File: src/adcswr_pkg.sv
// adcswr_pkg: constants and types for the converter serial word readout
// assumes a 250 MHz system clock and a 24-bit serial output word
package adcswr_pkg;

    // clock rate
    localparam int unsigned CLK_FREQ_KHZ        = 250000;

    // conversion pacing: one word per this many master clock periods
    localparam int unsigned OUTPUT_WORD_RATE_DIV = 612;
    localparam int unsigned DIV_W                = 10;
    localparam logic [9:0]  DIV_LAST             = 10'h263;
    localparam logic [9:0]  DIV_RESET            = 10'h000;

    // filter settling: conversions needed after power-up or wake
    localparam int unsigned SETTLE_WORDS         = 4;
    localparam logic [2:0]  SETTLE_LAST          = 3'h3;
    localparam logic [2:0]  SETTLE_RESET         = 3'h0;

    // word layout
    localparam int unsigned WORD_BITS            = 24;
    localparam logic [4:0]  FIRST_BIT_INDEX      = 5'h17;
    localparam int unsigned OVERRANGE_BIT        = 22;
    localparam int unsigned OSCILLATION_BIT      = 21;
    localparam int unsigned FULL_RESULT_BITS     = 20;
    localparam logic [23:0] WORD_RESET           = 24'h000000;

    // sleep timing, times in microseconds
    localparam int unsigned SLEEP_ENTRY_TIME_US  = 200;
    localparam int unsigned WAKE_TIME_US         = 10;
    localparam int unsigned SLEEP_ENTRY_CYCLES   = SLEEP_ENTRY_TIME_US * CLK_FREQ_KHZ / 1000;
    localparam int unsigned WAKE_CYCLES          = WAKE_TIME_US * CLK_FREQ_KHZ / 1000;
    localparam logic [31:0] PIN_CNT_RESET        = 32'h00000000;

    // readout states, gray along idle -> ready -> shift
    typedef enum logic [1:0] {
        ADCSWR_IDLE  = 2'b00,
        ADCSWR_READY = 2'b01,
        ADCSWR_SHIFT = 2'b11
    } adcswr_state_type;

endpackage

File: src/adcswr_readout.sv
// adcswr_readout: conversion pacing, sleep control and serial word readout
// assumes result and flags come from the filter on clk_i and are valid at each word end;
// osc_tick_i is a one-cycle enable per internal oscillator period
//
// Operation
// (RULE1) external variant: master clock is serial clock; one word per 612 periods
// (RULE2) internal variant: one word per 612 oscillator periods regardless of serial clock
// (RULE3) internal variant: serial clock only shifts data and controls sleep
// (RULE4) host keeps external serial clock at most 130 kHz or 200 kHz
// (RULE5) conversions run continuously after reset without any host command
// (RULE6) fresh word and chip select low: data out driven low as ready
// (RULE7) chip select high: data out kept high-impedance
// (RULE8) external variant: ready low appears on a serial clock rising edge
// (RULE9) shifting starts after the fall following ready; first bit 1.5 cycles
// (RULE10) a word read takes 24 serial clock cycles after first fall
// (RULE11) next bit presented after falling edge; host samples on rising edge
// (RULE12) after last bit, data out stays high until next word
// (RULE13) chip select high at word end: output waits until chip select low
// (RULE14) word under read never overwritten; conversions ending meanwhile dropped
// (RULE15) host may skip words by holding chip select high a cycle
// (RULE16) chip select rising mid-read abandons word; next result replaces it
// (RULE17) internal variant: serial clock asynchronous, up to 2 MHz
// (RULE18) word: 0, overrange, oscillation, 0, then two's complement result msb first
// (RULE19) overrange flag follows each word's own overrange state
// (RULE20) clock high for entry time sleeps; low for 10 us wakes
// (RULE21) four conversions after reset or wake before a word is valid
// (RULE22) result width parameter; 16-bit result padded with four leading zeros
`timescale 1ns/100ps
module adcswr_readout #(
    parameter logic        EXT_CLOCK          = 1'b1,
    parameter int unsigned RESULT_BITS        = adcswr_pkg::FULL_RESULT_BITS,
    parameter int unsigned SLEEP_ENTRY_CYCLES = adcswr_pkg::SLEEP_ENTRY_CYCLES
) (
    // clock and reset
    input  wire logic                   clk_i,
    input  wire logic                   rst_i,
    // internal oscillator enable
    input  wire logic                   osc_tick_i,
    // filter result
    input  wire logic [RESULT_BITS-1:0] result_i,
    input  wire logic                   overrange_flag_i,
    input  wire logic                   modulator_oscillation_flag_i,
    // serial pins
    input  wire logic                   serial_clk_i,
    input  wire logic                   chip_select_n_i,
    output logic                        serial_data_out_o,
    output logic                        serial_data_out_oe_n_o,
    // status
    output logic                        sleeping_o,
    output logic                        word_end_o
);
    logic sclk_lvl;
    logic sclk_rise;
    logic sclk_fall;
    logic cs_n_lvl;

    adcswr_pin_sync #(.RESET_LEVEL(1'b0)) u_sclk_sync ( // [RULE17]
        .clk_i   (clk_i),
        .rst_i   (rst_i),
        .pin_i   (serial_clk_i),
        .level_o (sclk_lvl),
        .rise_o  (sclk_rise),
        .fall_o  (sclk_fall)
    );

    adcswr_pin_sync #(.RESET_LEVEL(1'b1)) u_cs_sync (
        .clk_i   (clk_i),
        .rst_i   (rst_i),
        .pin_i   (chip_select_n_i),
        .level_o (cs_n_lvl),
        .rise_o  (),
        .fall_o  ()
    );

    // builds the serial word from flags and result
    function automatic logic [23:0] pack_word(input logic                   of_f,
                                              input logic                   od_f,
                                              input logic [RESULT_BITS-1:0] res);
        logic [23:0] w;
        w = adcswr_pkg::WORD_RESET;
        w[RESULT_BITS-1:0] = res;                         // [RULE22]
        w[adcswr_pkg::OVERRANGE_BIT]   = of_f;            // [RULE18] [RULE19]
        w[adcswr_pkg::OSCILLATION_BIT] = od_f;            // [RULE18]
        return w;
    endfunction

    // ---------------- sleep and pacing state
    logic [31:0] high_cnt_q, high_cnt_d;
    logic [31:0] low_cnt_q,  low_cnt_d;
    logic        sleep_q,    sleep_d;
    logic [9:0]  div_q,      div_d;
    logic [2:0]  settle_q,   settle_d;
    logic        word_end_q, word_end_d;
    logic        master_tick;
    logic        conv_end;
    logic        word_ok;

    always_comb begin
        high_cnt_d = sclk_lvl ? ((high_cnt_q == 32'hffffffff) ? high_cnt_q : high_cnt_q + 32'h1)
                              : adcswr_pkg::PIN_CNT_RESET;
        low_cnt_d  = sclk_lvl ? adcswr_pkg::PIN_CNT_RESET
                              : ((low_cnt_q == 32'hffffffff) ? low_cnt_q : low_cnt_q + 32'h1);
        sleep_d    = sleep_q;
        settle_d   = settle_q;
        div_d      = div_q;
        conv_end   = 1'b0;
        word_ok    = 1'b0;
        // master tick source depends on variant
        master_tick = EXT_CLOCK ? sclk_rise : osc_tick_i;            // [RULE1] [RULE2] [RULE3]
        if (!sleep_q && sclk_lvl && high_cnt_q >= SLEEP_ENTRY_CYCLES - 1) begin
            sleep_d = 1'b1;                                          // [RULE20]
        end else if (sleep_q && !sclk_lvl && low_cnt_q >= adcswr_pkg::WAKE_CYCLES - 1) begin
            sleep_d  = 1'b0;                                         // [RULE20]
            settle_d = adcswr_pkg::SETTLE_RESET;                     // [RULE21]
            div_d    = adcswr_pkg::DIV_RESET;
        end else if (!sleep_q && master_tick) begin                  // [RULE5]
            if (div_q == adcswr_pkg::DIV_LAST) begin
                div_d    = adcswr_pkg::DIV_RESET;
                conv_end = 1'b1;                                     // [RULE1] [RULE2]
                word_ok  = (settle_q == adcswr_pkg::SETTLE_LAST);    // [RULE21]
                if (settle_q != adcswr_pkg::SETTLE_LAST) begin
                    settle_d = settle_q + 3'h1;
                end
            end else begin
                div_d = div_q + 10'h1;
            end
        end
        word_end_d = conv_end;
    end

    always_ff @(posedge clk_i or posedge rst_i) begin
        if (rst_i) begin
            high_cnt_q <= adcswr_pkg::PIN_CNT_RESET;
            low_cnt_q  <= adcswr_pkg::PIN_CNT_RESET;
            sleep_q    <= 1'b0;
            div_q      <= adcswr_pkg::DIV_RESET;
            settle_q   <= adcswr_pkg::SETTLE_RESET;
            word_end_q <= 1'b0;
        end else begin
            high_cnt_q <= high_cnt_d;
            low_cnt_q  <= low_cnt_d;
            sleep_q    <= sleep_d;
            div_q      <= div_d;
            settle_q   <= settle_d;
            word_end_q <= word_end_d;
        end
    end

    // ---------------- readout state
    adcswr_pkg::adcswr_state_type state_q, state_d;
    logic [23:0] word_q,  word_d;
    logic        fresh_q, fresh_d;
    logic [4:0]  idx_q,   idx_d;
    logic        sdo_q,   sdo_d;
    logic        oe_n_q,  oe_n_d;
    logic        reading;
    logic        have;

    always_comb begin
        state_d = state_q;
        word_d  = word_q;
        fresh_d = fresh_q;
        idx_d   = idx_q;
        reading = (state_q == adcswr_pkg::ADCSWR_SHIFT);
        // new word replaces unread one, never one under read
        if (conv_end && word_ok && !reading) begin                   // [RULE14]
            word_d  = pack_word(overrange_flag_i, modulator_oscillation_flag_i, result_i);
            fresh_d = 1'b1;
        end
        have = fresh_q | fresh_d;
        case (state_q)
            adcswr_pkg::ADCSWR_IDLE: begin
                // ready waits for chip select low; external variant on a rise
                if (have && !cs_n_lvl && (!EXT_CLOCK || sclk_rise)) begin // [RULE6] [RULE8] [RULE13]
                    state_d = adcswr_pkg::ADCSWR_READY;
                end
            end
            adcswr_pkg::ADCSWR_READY: begin
                if (cs_n_lvl) begin
                    state_d = adcswr_pkg::ADCSWR_IDLE;               // [RULE13]
                end else if (sclk_fall) begin
                    state_d = adcswr_pkg::ADCSWR_SHIFT;              // [RULE9]
                    idx_d   = adcswr_pkg::FIRST_BIT_INDEX;
                    fresh_d = 1'b0;
                end
            end
            adcswr_pkg::ADCSWR_SHIFT: begin
                if (cs_n_lvl) begin
                    state_d = adcswr_pkg::ADCSWR_IDLE;               // [RULE16]
                end else if (sclk_fall) begin
                    if (idx_q == 5'h00) begin
                        state_d = adcswr_pkg::ADCSWR_IDLE;           // [RULE10] [RULE12]
                    end else begin
                        idx_d = idx_q - 5'h01;                       // [RULE11]
                    end
                end
            end
            default: begin
                state_d = adcswr_pkg::ADCSWR_IDLE;
            end
        endcase
        // pin drive from next state
        case (state_d)
            adcswr_pkg::ADCSWR_READY: sdo_d = 1'b0;                  // [RULE6]
            adcswr_pkg::ADCSWR_SHIFT: sdo_d = word_d[idx_d];         // [RULE9] [RULE11] [RULE18]
            default:                  sdo_d = 1'b1;                  // [RULE12]
        endcase
        oe_n_d = cs_n_lvl;                                           // [RULE7]
    end

    always_ff @(posedge clk_i or posedge rst_i) begin
        if (rst_i) begin
            state_q <= adcswr_pkg::ADCSWR_IDLE;
            word_q  <= adcswr_pkg::WORD_RESET;
            fresh_q <= 1'b0;
            idx_q   <= adcswr_pkg::FIRST_BIT_INDEX;
            sdo_q   <= 1'b1;
            oe_n_q  <= 1'b1;
        end else begin
            state_q <= state_d;
            word_q  <= word_d;
            fresh_q <= fresh_d;
            idx_q   <= idx_d;
            sdo_q   <= sdo_d;
            oe_n_q  <= oe_n_d;
        end
    end

    always_comb begin
        serial_data_out_o      = sdo_q;
        serial_data_out_oe_n_o = oe_n_q;
        sleeping_o             = sleep_q;
        word_end_o             = word_end_q;
    end
endmodule // adcswr_readout

File: src/adcswr_pin_sync.sv
// adcswr_pin_sync: two-flop synchroniser for a pin with edge detection
// assumes the pin is asynchronous to clk_i
`timescale 1ns/100ps
module adcswr_pin_sync #(
    parameter logic RESET_LEVEL = 1'b0
) (
    // clock and reset
    input  wire logic clk_i,
    input  wire logic rst_i,
    // pin and synchronised view
    input  wire logic pin_i,
    output logic      level_o,
    output logic      rise_o,
    output logic      fall_o
);
    logic meta_q;
    logic sync_q;
    logic prev_q;

    always_ff @(posedge clk_i or posedge rst_i) begin
        if (rst_i) begin
            meta_q <= RESET_LEVEL;
            sync_q <= RESET_LEVEL;
            prev_q <= RESET_LEVEL;
        end else begin
            meta_q <= pin_i;
            sync_q <= meta_q;
            prev_q <= sync_q;
        end
    end

    // edges seen only after the second flop
    always_comb begin
        level_o = sync_q;
        rise_o  = sync_q & ~prev_q;
        fall_o  = ~sync_q & prev_q;
    end
endmodule // adcswr_pin_sync

File: config.mk
export PLATFORM = sky130hd
export DESIGN_NAME = adcswr_readout
export DESIGN_NICKNAME = d
export VERILOG_FILES = /design/src/adcswr_pkg.sv /design/src/adcswr_readout.sv /design/src/adcswr_pin_sync.sv
export SDC_FILE = /design/constraint.sdc
export NUM_CORES = 1
export LEC_CHECK = 0
export CAP_MARGIN = 30
export CORE_MARGIN = 1.5
export CORE_UTILIZATION = 25
export DETAILED_ROUTE_END_ITERATION = 16
export DONT_BUFFER_PORTS = 1
export GPL_TIMING_DRIVEN = 0
export PLACE_DENSITY = 0.44
export SLEW_MARGIN = 20
export SYNTH_ARGS = -nofsm -noshare
export SYNTH_HDL_FRONTEND = slang
export SYNTH_HIERARCHICAL = 1
export SYNTH_SLANG_ARGS = --single-unit
File: constraint.sdc
create_clock -name clk_i -period 7.3 [get_ports clk_i]
set_input_delay 1.095 -clock clk_i [delete_from_list [all_inputs] [get_ports clk_i]]
set_output_delay 1.095 -clock clk_i [all_outputs]
set_load 0.01 [all_outputs]
# Word level (Yosys, flattened, before mapping)
# Cells that the tools add are included.
# totals
ff_bits	118
elab_cells	105
# classes
addsub	5
n_lt_le_gt_ge	3
eq_ne	11
mux	42
bitwise	6
n_reduce_logical	21
# ops
op	count
2-to-1 mux 32 bit	4
adder 32 x 1 -> 32 bit, second input constant	2
equality test 32 bit, second input constant	2
>= comparator 32 x 12 -> 1 bit, second input constant	1
>= comparator 32 x 16 -> 1 bit, second input constant	1
2-to-1 mux 10 bit	3
2-to-1 mux 5 bit	5
2-to-1 mux 24 bit	1
2-to-1 mux 1 bit	15
2-to-1 mux 2 bit	6
2-to-1 mux 3 bit	4
adder 10 x 1 -> 10 bit, second input constant	1
equality test 10 bit, second input constant	1
one-hot mux 5 bit (2 select lines)	1
logical AND 1 bit	9
nonzero test 2 bit	4
less-than comparator 5 x 6 -> 1 bit, second input constant	1
one-hot mux 2 bit (3 select lines)	1
binary-select mux 1 bit (select 5 bit)	1
logical NOT 5 bit	1
subtractor 5 x 1 -> 5 bit, second input constant	1
equality test 2 x 1 -> 1 bit, second input constant	2
equality test 2 bit, second input constant	2
logical NOT 1 bit	4
other kinds (12)	15

# Logic depth before layout (Yosys ltp)
# Gate-level depths: netlist of the first run.
# depth
ltp_word	16
mapped_depth	11

# Cells and area by module
# Netlist of the first run, hierarchy kept.
# modules_own_cells
module	instances	cells_per_inst	area_each_um2	seq_area_each_um2
adcswr_readout	1	606	5949.5	2835.2
adcswr_pin_sync at u_cs_sync	1	6	97.6	78.8
adcswr_pin_sync at u_sclk_sync	1	6	93.8	75.1

# Least setup slack after synthesis of the first run
# No wires, ideal clock.
# synth_path
path_kind	register -> register
start	register idx_q[1]
end	register sdo_q, in the netlist serial_data_out_o
arrival_ns	2.495
required_time_ns	7.219
setup_slack_ns	4.724
stages_incl_launch_ff	12
path_buffers	1
synth_period_minus_slack_ns	2.576
path_cell_list	dfstp_2 inv_1 ha_1 nor4b_4 nor3_2 a311oi_4 buf_6 nor2_1 nand2_1 o211ai_1 a2111o_1 a32oi_1
# synth_between
elab_chain_len	8
word_cells_on_any_way	17
classes_between	add/sub (1); eq/ne (2); mux (13); reduce/logical (1)
# synth_lines
element	line_no	rtl
start, declared	adcswr_readout.sv:153	logic [4:0] idx_q, idx_d;
start signal, assigned	adcswr_readout.sv:216	idx_q <= adcswr_pkg::FIRST_BIT_INDEX;
start signal, assigned	adcswr_readout.sv:223	idx_q <= idx_d;
subtractor 5 x 1 -> 5 bit or logical NOT 5 bit (tied branches)	adcswr_readout.sv:194, adcswr_readout.sv:191	
2-to-1 mux 5 bit	adcswr_readout.sv:191	if (idx_q == 5'h00) begin
2-to-1 mux 5 bit	adcswr_readout.sv:190	end else if (sclk_fall) begin
2-to-1 mux 5 bit	adcswr_readout.sv:188	if (cs_n_lvl) begin
one-hot mux 5 bit (2 select lines) *	adcswr_readout.sv:171	case (state_q)
net idx_d[1]	adcswr_readout.sv:153	
binary-select mux 1 bit (select 5 bit) *	adcswr_readout.sv:205	adcswr_pkg::ADCSWR_SHIFT: sdo_d = word_d[idx_d];
2-to-1 mux 1 bit (not written as such) *	adcswr_readout.sv:205	
one-hot mux 1 bit (2 select lines) *	adcswr_readout.sv:203	case (state_d)
net sdo_d	adcswr_readout.sv:154	logic sdo_q, sdo_d;
end signal, assigned	adcswr_readout.sv:224	sdo_q <= sdo_d;
end, declared	adcswr_readout.sv:154	
# Mark *: on every way through the listed nets, which the timed path passes. The rest lies on a longest branch. The select of a mux whose other input is x is not followed.
# A chain may end at the register's enable or synchronous reset.

# Worst setup path in the final report of the first run
# layout_path
start	register high_cnt_q[21]
end	register sdo_q, in the netlist serial_data_out_o
# layout_between
elab_chain_len	13
word_cells_on_any_way	18
classes_between	order compare (1); eq/ne (2); mux (9); bitwise (1); reduce/logical (5)
# layout_lines
element	line_no	rtl
start, declared	adcswr_readout.sv:88	logic [31:0] high_cnt_q, high_cnt_d;
start signal, assigned	adcswr_readout.sv:133	high_cnt_q <= adcswr_pkg::PIN_CNT_RESET;
start signal, assigned	adcswr_readout.sv:140	high_cnt_q <= high_cnt_d;
>= comparator 32 x 16 -> 1 bit *	adcswr_readout.sv:110	if (!sleep_q && sclk_lvl && high_cnt_q >= SLEEP_ENTRY_CYCLES - 1) begin
logical AND 1 bit *	adcswr_readout.sv:110	
2-to-1 mux 1 bit	adcswr_readout.sv:110	
logical AND 1 bit * (2 in series)	adcswr_readout.sv:166	if (conv_end && word_ok && !reading) begin
2-to-1 mux 1 bit	adcswr_readout.sv:166	
OR 1 bit	adcswr_readout.sv:170	have = fresh_q | fresh_d;
logical AND 1 bit (2 in series)	adcswr_readout.sv:174	if (have && !cs_n_lvl && (!EXT_CLOCK || sclk_rise)) begin
2-to-1 mux 2 bit	adcswr_readout.sv:174	
one-hot mux 2 bit (3 select lines)	adcswr_readout.sv:171	
equality test 2 bit or equality test 2 x 1 -> 1 bit (tied branches)	adcswr_readout.sv:203	
one-hot mux 1 bit (2 select lines) *	adcswr_readout.sv:203	
net sdo_d	adcswr_readout.sv:154	
# Marked as above.

==> results of run 1 <==
final timing paths:
kind | startpoint | slack (ps) | to
max in group asynchronous | rst_i | 6040 | low_cnt_q[7]
min in group asynchronous | rst_i | 430 | u_sclk_sync/meta_q
hold / removal | u_sclk_sync/meta_q | 350 | u_sclk_sync/level_o
setup / recovery | high_cnt_q[21] | 4110 | serial_data_out_o
hold reg to reg | u_sclk_sync/meta_q | 350 | u_sclk_sync/level_o
setup reg to reg | high_cnt_q[21] | 4110 | serial_data_out_o
worst max-delay path: stages (launching register included):
cell and delay, ps:
dfrtp_1 440, nor4_1 430, a41oi_1 280, nor4_2 460
buf_4 280, buf_2 260, mux2i_1 230, nor3_1 60
a2111o_1 410, a32oi_1 230
stage by stage:
step / worst slack [ps] / cell area [um2]
final: 4110 / 7110
after global routing: 3920 / 7110
after CTS: 4050 / 7110
after detailed placement: 4100 / 6530
after global placement: 1880 / 6500
after floorplan: 3230 / 6100
layout by cell type, fill, tap and decap left out, types with 3 or more instances in the layout:
cell / n
xor2_1: 34
nor4b_1: 3
nor3_1: 19
clkinv_4: 6
a21oi_1: 13
nand2b_1: 7
mux2i_1: 11
or4_1: 3
inv_1: 27
dfstp_2: 8
o211ai_1: 4
nor2_1: 78
nand4_1: 23
o31ai_1: 5
nand3b_1: 3
clkinvlp_4: 3
and2_1: 3
clkbuf_1: 11
nor4_1: 15
o21ai_0: 21
ha_1: 6
mux2_2: 23
and4_1: 3
clkbuf_16: 17
and3_1: 12
a41oi_1: 3
buf_2: 3
nand2_1: 50
xnor2_1: 23
dfrtp_1: 110
nand3_1: 30
or3_1: 10
nor2b_1: 5
o211a_1: 4
or2_2: 3
power groups by stage:
| stage | Clock [uW] | Combinational (uW) | Sequential, uW |
|---|---|---|---|
| floorplan | 0 | 41.7 | 696 |
| global placement | 0 | 53.0 | 702 |
| detailed placement | 0 | 57.3 | 701 |
| CTS | 844 | 56.9 | 691 |
| global route | 872 | 64.6 | 693 |
| finish | 819 | 54.4 | 691 |
flip-flops by register name, summed over array words and instances (netlist names), 2 cells and up:
| signal | count |
|---|---|
| low_cnt_q | 32 |
| state_q | 2 |
| idx_q | 5 |
| word_q | 24 |
| high_cnt_q | 32 |
| settle_q | 3 |
| div_q | 10 |
area by class of cell:
cell class              count  area share, %
clock buffers              18           6.03
clock inverters            14           2.16
flip-flops and latches    118           41.6
well taps                 319           5.61
repair buffers              1          0.387
multi-input cells         451           41.5
plain buffers              16           1.06
inverters                  30           1.65
layer usage:
metal	vias to the layer above	global-route usage [%]	wire length, um
met1	2222	15.2	6720
met5	-	0	13
met4	2	4.37	142
met3	10	3.18	508
met2	59	17.8	6230
li1	2225	-	-
==> metrics.md, run 1 <==
| Metric | Value |
|---|---|
| Ports | 31 |
| DRC viols | 0 |
| Die X | 159 um |
| Worst Hold Depth | 0 |
| Placed Cells | 935 |
| Switch share | 23.7% |
| Initial Utilization | 25.8% |
| Hold Vio Cnt, Final | 0 |
| DP HPWL | 9780 um |
| Sw power | 370 uW |
| CP Class | flip-flop to flip-flop |
| Final setup viols | 0 |
| Number of routed nets with antenna violations | 0 |
| Sequential Area | 2960 um2 |
| Clk root buf | clkbuf_16 |
| Clock transition at path regs | 60 ps |
| Core area | 23700 um2 |
| Highest Clock Rate | 0.313 GHz |
| Quantity of I/O buffers inserted on ports | 0 |
| Site Rows | 56 |
| Syn Nets | 648 |
| Vias per Instance | 4.67 |
| Hold crit path type | flip-flop to flip-flop |
| Worst Setup End Kind | flip-flop |
| Comb pwr share | 3.5% |
| Antenna diodes | 0 |
| Clock Latency Late Sink | 420 ps |
| Finished Layout Cells | 967 |
| Max Cap Viol | 0 |
| Clk network pwr share | 52.4% |
| Post-layout util | 30.0% |
| CP Data Arrival Time | 3510 ps |
| DR WL/cell | 14.1 um |
| Post-CTS setup buffer count | 0 |
| Total GRT Usage | 11.5% |
| Multi-input logic area | 2950 um2 |
| Tot Pwr | 1560 uW |
| Layout fillers | 2515 |
| Slew HR | 53.6% |
| Unrepaired setup endpoints after global routing | false |
| Sequential share of power | 44.2% |
| Vias in the first global route | 4593 |
| Synthesized cell area | 6100 um2 |
| Power per Cell Area | 220 nW/um2 |
| GRT Residual Overflow | 0 |
| Max-slew violation count | 0 |
| Mapped Avg Cell Area | 9.92 um2 |
| Routed wire length | 13600 um |
| CTS resizes | 0 |
| Max VDD drop | 0.0903 mV |
| CP required | 7620 ps |
| Hold WS | 348 ps |
| Proportion of layout cells with a drive suffix above 1 | 13.3% |
| Starting DRT DRC Count | 179 |
| H-tree depth | 4 |
| Die Footprint | 25300 um2 |
| Worst setup SP type | flip-flop |
| CTS tree | yes |
| DRT Pass-1 Iters | 6 |
| Antenna violations before repair | 1 |
| Yosys warns | 6 |
| Pleak | 0.00295 uW |
| Largest net degree at the start of global routing | 70 |
| R2R cell count | 9 |
| CTS max path bufs | 2 |
| Crit share post-route | 43.7% |
| Die height | 159 um |
| Post-route setup TNS | 0 ps |
| Sink Count | 118 |
| Worst Skew | 18.6 ps |
| Via count | 4518 |
| Period minus WS final | 3190 ps |
| CTS buffer count | 17 |
| Post-CTS Hold Buffers | 0 |
| First-pass GRT wire length | 23500 um |
| Layout Area Growth over Synthesis | 16.6% |
| Mapped Cells | 615 |
| Tightest Pin Transition | 694 ps |
| Status | finished clean |
| Int Pwr | 1190 uW |
| GPL Wtd Cong | 0.781 |
| Worst-path fanout max | 10 |
| Nets | 668 |
Note: power is estimated with default switching activity, not from simulation.
==> inputs of run 2 (changes only) <==
Settings changed: ABC_AREA set to 1, PLACE_DENSITY 0.44 to 0.46.
Clock period 7.3 ns to 2.7 ns, I/O delays scaled along.
==> metrics.md, run 2 <==
| Metric | Value |
|---|---|
| Critical Path Most Common Cell | nand2_1 |
| Slowest CP cell | dfstp_2 (was nor4_2) |
| Via count | 5543 (was 4518) |
| Worst Setup End Kind | flip-flop (unchanged) |
| M2 GR Usage | 20.2% (was 17.8%) |
| CP cell instances | inv_1, ha_1, inv_1, nor3_2, nand2_1, nand2_1, o21ai_1, nand3_2, inv_2, buf_6, nand3_1, nand3_1, nand3_1, nand3_1, nand2_1, nand2_1, nand2_1, nand2_1, nand2_1 (was nor4_1, a41oi_1, nor4_2, buf_4, buf_2, mux2i_1, nor3_1, a2111o_1, a32oi_1) |
| Unrepaired setup endpoints after global routing | false (unchanged) |
| Vias per Instance | 4.55 (was 4.67) |
| CTS max path bufs | 2 (unchanged) |
| Hold crit path type | input port to flip-flop (was flip-flop to flip-flop) |
| DRC viols | 0 (unchanged) |
| Max-slew violation count | 0 (unchanged) |
| DR WL/cell | 13.5 um (was 14.1 um) |
| Worst Hold Depth | 2 (was 0) |
| First-pass GRT wire length | 27200 um (was 23500 um) |
| Ports | 31 (unchanged) |
| Die height | 164 um (was 159 um) |
| GPL Wtd Cong | 0.793 (was 0.781) |
| Clk root buf | clkbuf_16 (unchanged) |
| CP required | 3040 ps (was 7620 ps) |
| Most Crowded Layer GR | met2 (unchanged) |
| CP delay by family, top | simple AND/OR/NAND/NOR gates (unchanged) |
| Highest Clock Rate | 0.405 GHz (was 0.313 GHz) |
| Clock transition at path regs | 60 ps (about the same) |
| Starting DRT DRC Count | 243 (was 179) |
| Grt met1 use | 17.8% (was 15.2%) |
| Site Rows | 58 (was 56) |
| Tightest Pin Transition | 649 ps (was 694 ps) |
| Crit path from | idx_q[0] (was high_cnt_q[21]) |
| Core area | 25300 um2 (was 23700 um2) |
| Max Cap Viol | 0 (unchanged) |
| Worst setup SP type | flip-flop (unchanged) |
| Met3 Usage GRT | 3.01% (was 3.18%) |
| Biggest regs | high_cnt_q: 32 flops, low_cnt_q: 32 flops, word_q: 24 flops (unchanged) |
| DP HPWL | 12000 um (was 9780 um) |
| Mapped Avg Cell Area | 7.62 um2 (was 9.92 um2) |
| Worst-path fanout max | 10 (unchanged) |
| Synthesized cell area | 6460 um2 (was 6100 um2) |
| Reg2reg start | idx_q[0] (was high_cnt_q[21]) |
| Hold Vio Cnt, Final | 0 (unchanged) |
| Hold_sp | result_i[12] (was u_sclk_sync/meta_q) |
| Crit share post-route | 91.4% (was 43.7%) |
| Pleak | 0.00343 uW (was 0.00295 uW) |
| Layout Area Growth over Synthesis | 19.1% (was 16.6%) |
| Nets | 908 (was 668) |
| CTS buffer count | 17 (unchanged) |
| H-tree depth | 4 (unchanged) |
| Sink Count | 118 (unchanged) |
| Number of routed nets with antenna violations | 0 (unchanged) |
| Clock Latency Late Sink | 430 ps (was 420 ps) |
| CP Data Arrival Time | 2810 ps (was 3510 ps) |
| Period minus WS final | 2470 ps (was 3190 ps) |
| Syn Nets | 880 (was 648) |
| DRT Pass-1 Iters | 5 (was 6) |
| Initial Utilization | 25.6% (was 25.8%) |
| Quantity of I/O buffers inserted on ports | 0 (unchanged) |
| Vias in the first global route | 5438 (was 4593) |
| Buffers & Inverters on Critical Path | 4 (was 2) |
| Worst Skew | 7.97 ps (was 18.6 ps) |
| R2R cell count | 19 (was 9) |
| Hold WS | 125 ps (was 348 ps) |
| Die X | 164 um (was 159 um) |
| Largest net degree at the start of global routing | 29 (was 70) |
| Mapped Cells | 847 (was 615) |
| Most frequent cells in the layout | nand2_1 (184), inv_1 (116), dfrtp_1 (109) (was dfrtp_1 (110), nor2_1 (78), nand2_1 (50)) |
| Total GRT Usage | 13.0% (was 11.5%) |
| Antenna violations before repair | 0 (was 1) |
| Design Area, Final | 7690 um2 (was 7110 um2) |
| Routed wire length | 16500 um (was 13600 um) |
| Commonest non-fill, non-tap cell in the layout | nand2_1 (was dfrtp_1) |
| Yosys warns | 6 (unchanged) |
| CTS tree | yes (unchanged) |
| Critical Path Stages | 19 (was 9) |
| Slowest Stage Delay on Critical Path | 540 ps (was 460 ps) |
| Placed cell areas | 6960 um2 (was 6530 um2) |
| Proportion of layout cells with a drive suffix above 1 | 13.0% (was 13.3%) |
| Power per Cell Area | 579 nW/um2 (was 220 nW/um2) |
| CP Class | flip-flop to flip-flop (unchanged) |
| Final setup viols | 0 (unchanged) |
| Status | finished clean (unchanged) |
| Antenna diodes | 0 (unchanged) |
| Die Footprint | 26800 um2 (was 25300 um2) |
| Max VDD drop | 0.467 mV (was 0.0903 mV) |
| GRT Residual Overflow | 0 (unchanged) |
| Slew HR | 56.8% (was 53.6%) |
## run 2: path summary, 6_finish.rpt
check	end	slack, ps
worst max-delay path	serial_data_out_o	230
worst min-delay path	word_q[12]	130
worst max register to register	serial_data_out_o	230
worst min register to register	u_sclk_sync/level_o	360
max in group asynchronous	serial_data_out_oe_n_o	1450
min in group asynchronous	u_sclk_sync/meta_q	370
## run 2: power breakdown
| part | switching [uW] | internal, uW |
|---|---|---|
| sequential | 29.7 | 1810 |
| clock | 844 | 1570 |
| combinational | 134 | 64.1 |
## run 2: what timing repair did
item                                    in CTS  in global routing
hold buffers                                 3                  0
pin swaps                                    0                  2
setup buffers                                0                  2
endpoints found under the hold margin       20                  0
endpoints found under the setup margin       1                 16
gates resized for setup                      1                 17
## run 2: routing by layer
layer / wire length (um) / vias up
li1: - / 2866
met1: 8340 / 2592
met2: 7400 / 67
met3: 511 / 18
met4: 210 / 0
met5: 0 / -
## run 2: layout make-up
class,count,area [um2]
Multi-Input combinational cell,573,2930
Inverter,140,529
Clock buffer,20,447
Fill cell,2753,17600
Timing Repair Buffer,9,133
Tap cell,330,413
Buffer,16,97.6
Sequential cell,118,2960
Clock inverter,12,178
## run 2: stage by stage
| stage | utilization [%] | setup TNS (ps) | setup WS [ps] | total power, uW | std cells |
|---|---|---|---|---|---|
| after CTS | 30.2 | 0 | 6.54 | 4510 | 1216 |
| after floorplan | - | 0 | 503 | 1990 | 847 |
| after global placement | 27.2 | -42.9 | -42.9 | 2050 | 1177 |
| after detailed placement | 27.6 | -33.3 | -33.3 | 2070 | 1181 |
| after global routing | 30.4 | 0 | 0.713 | 4620 | 1218 |
| final | 30.4 | 0 | 233 | 4450 | 1218 |
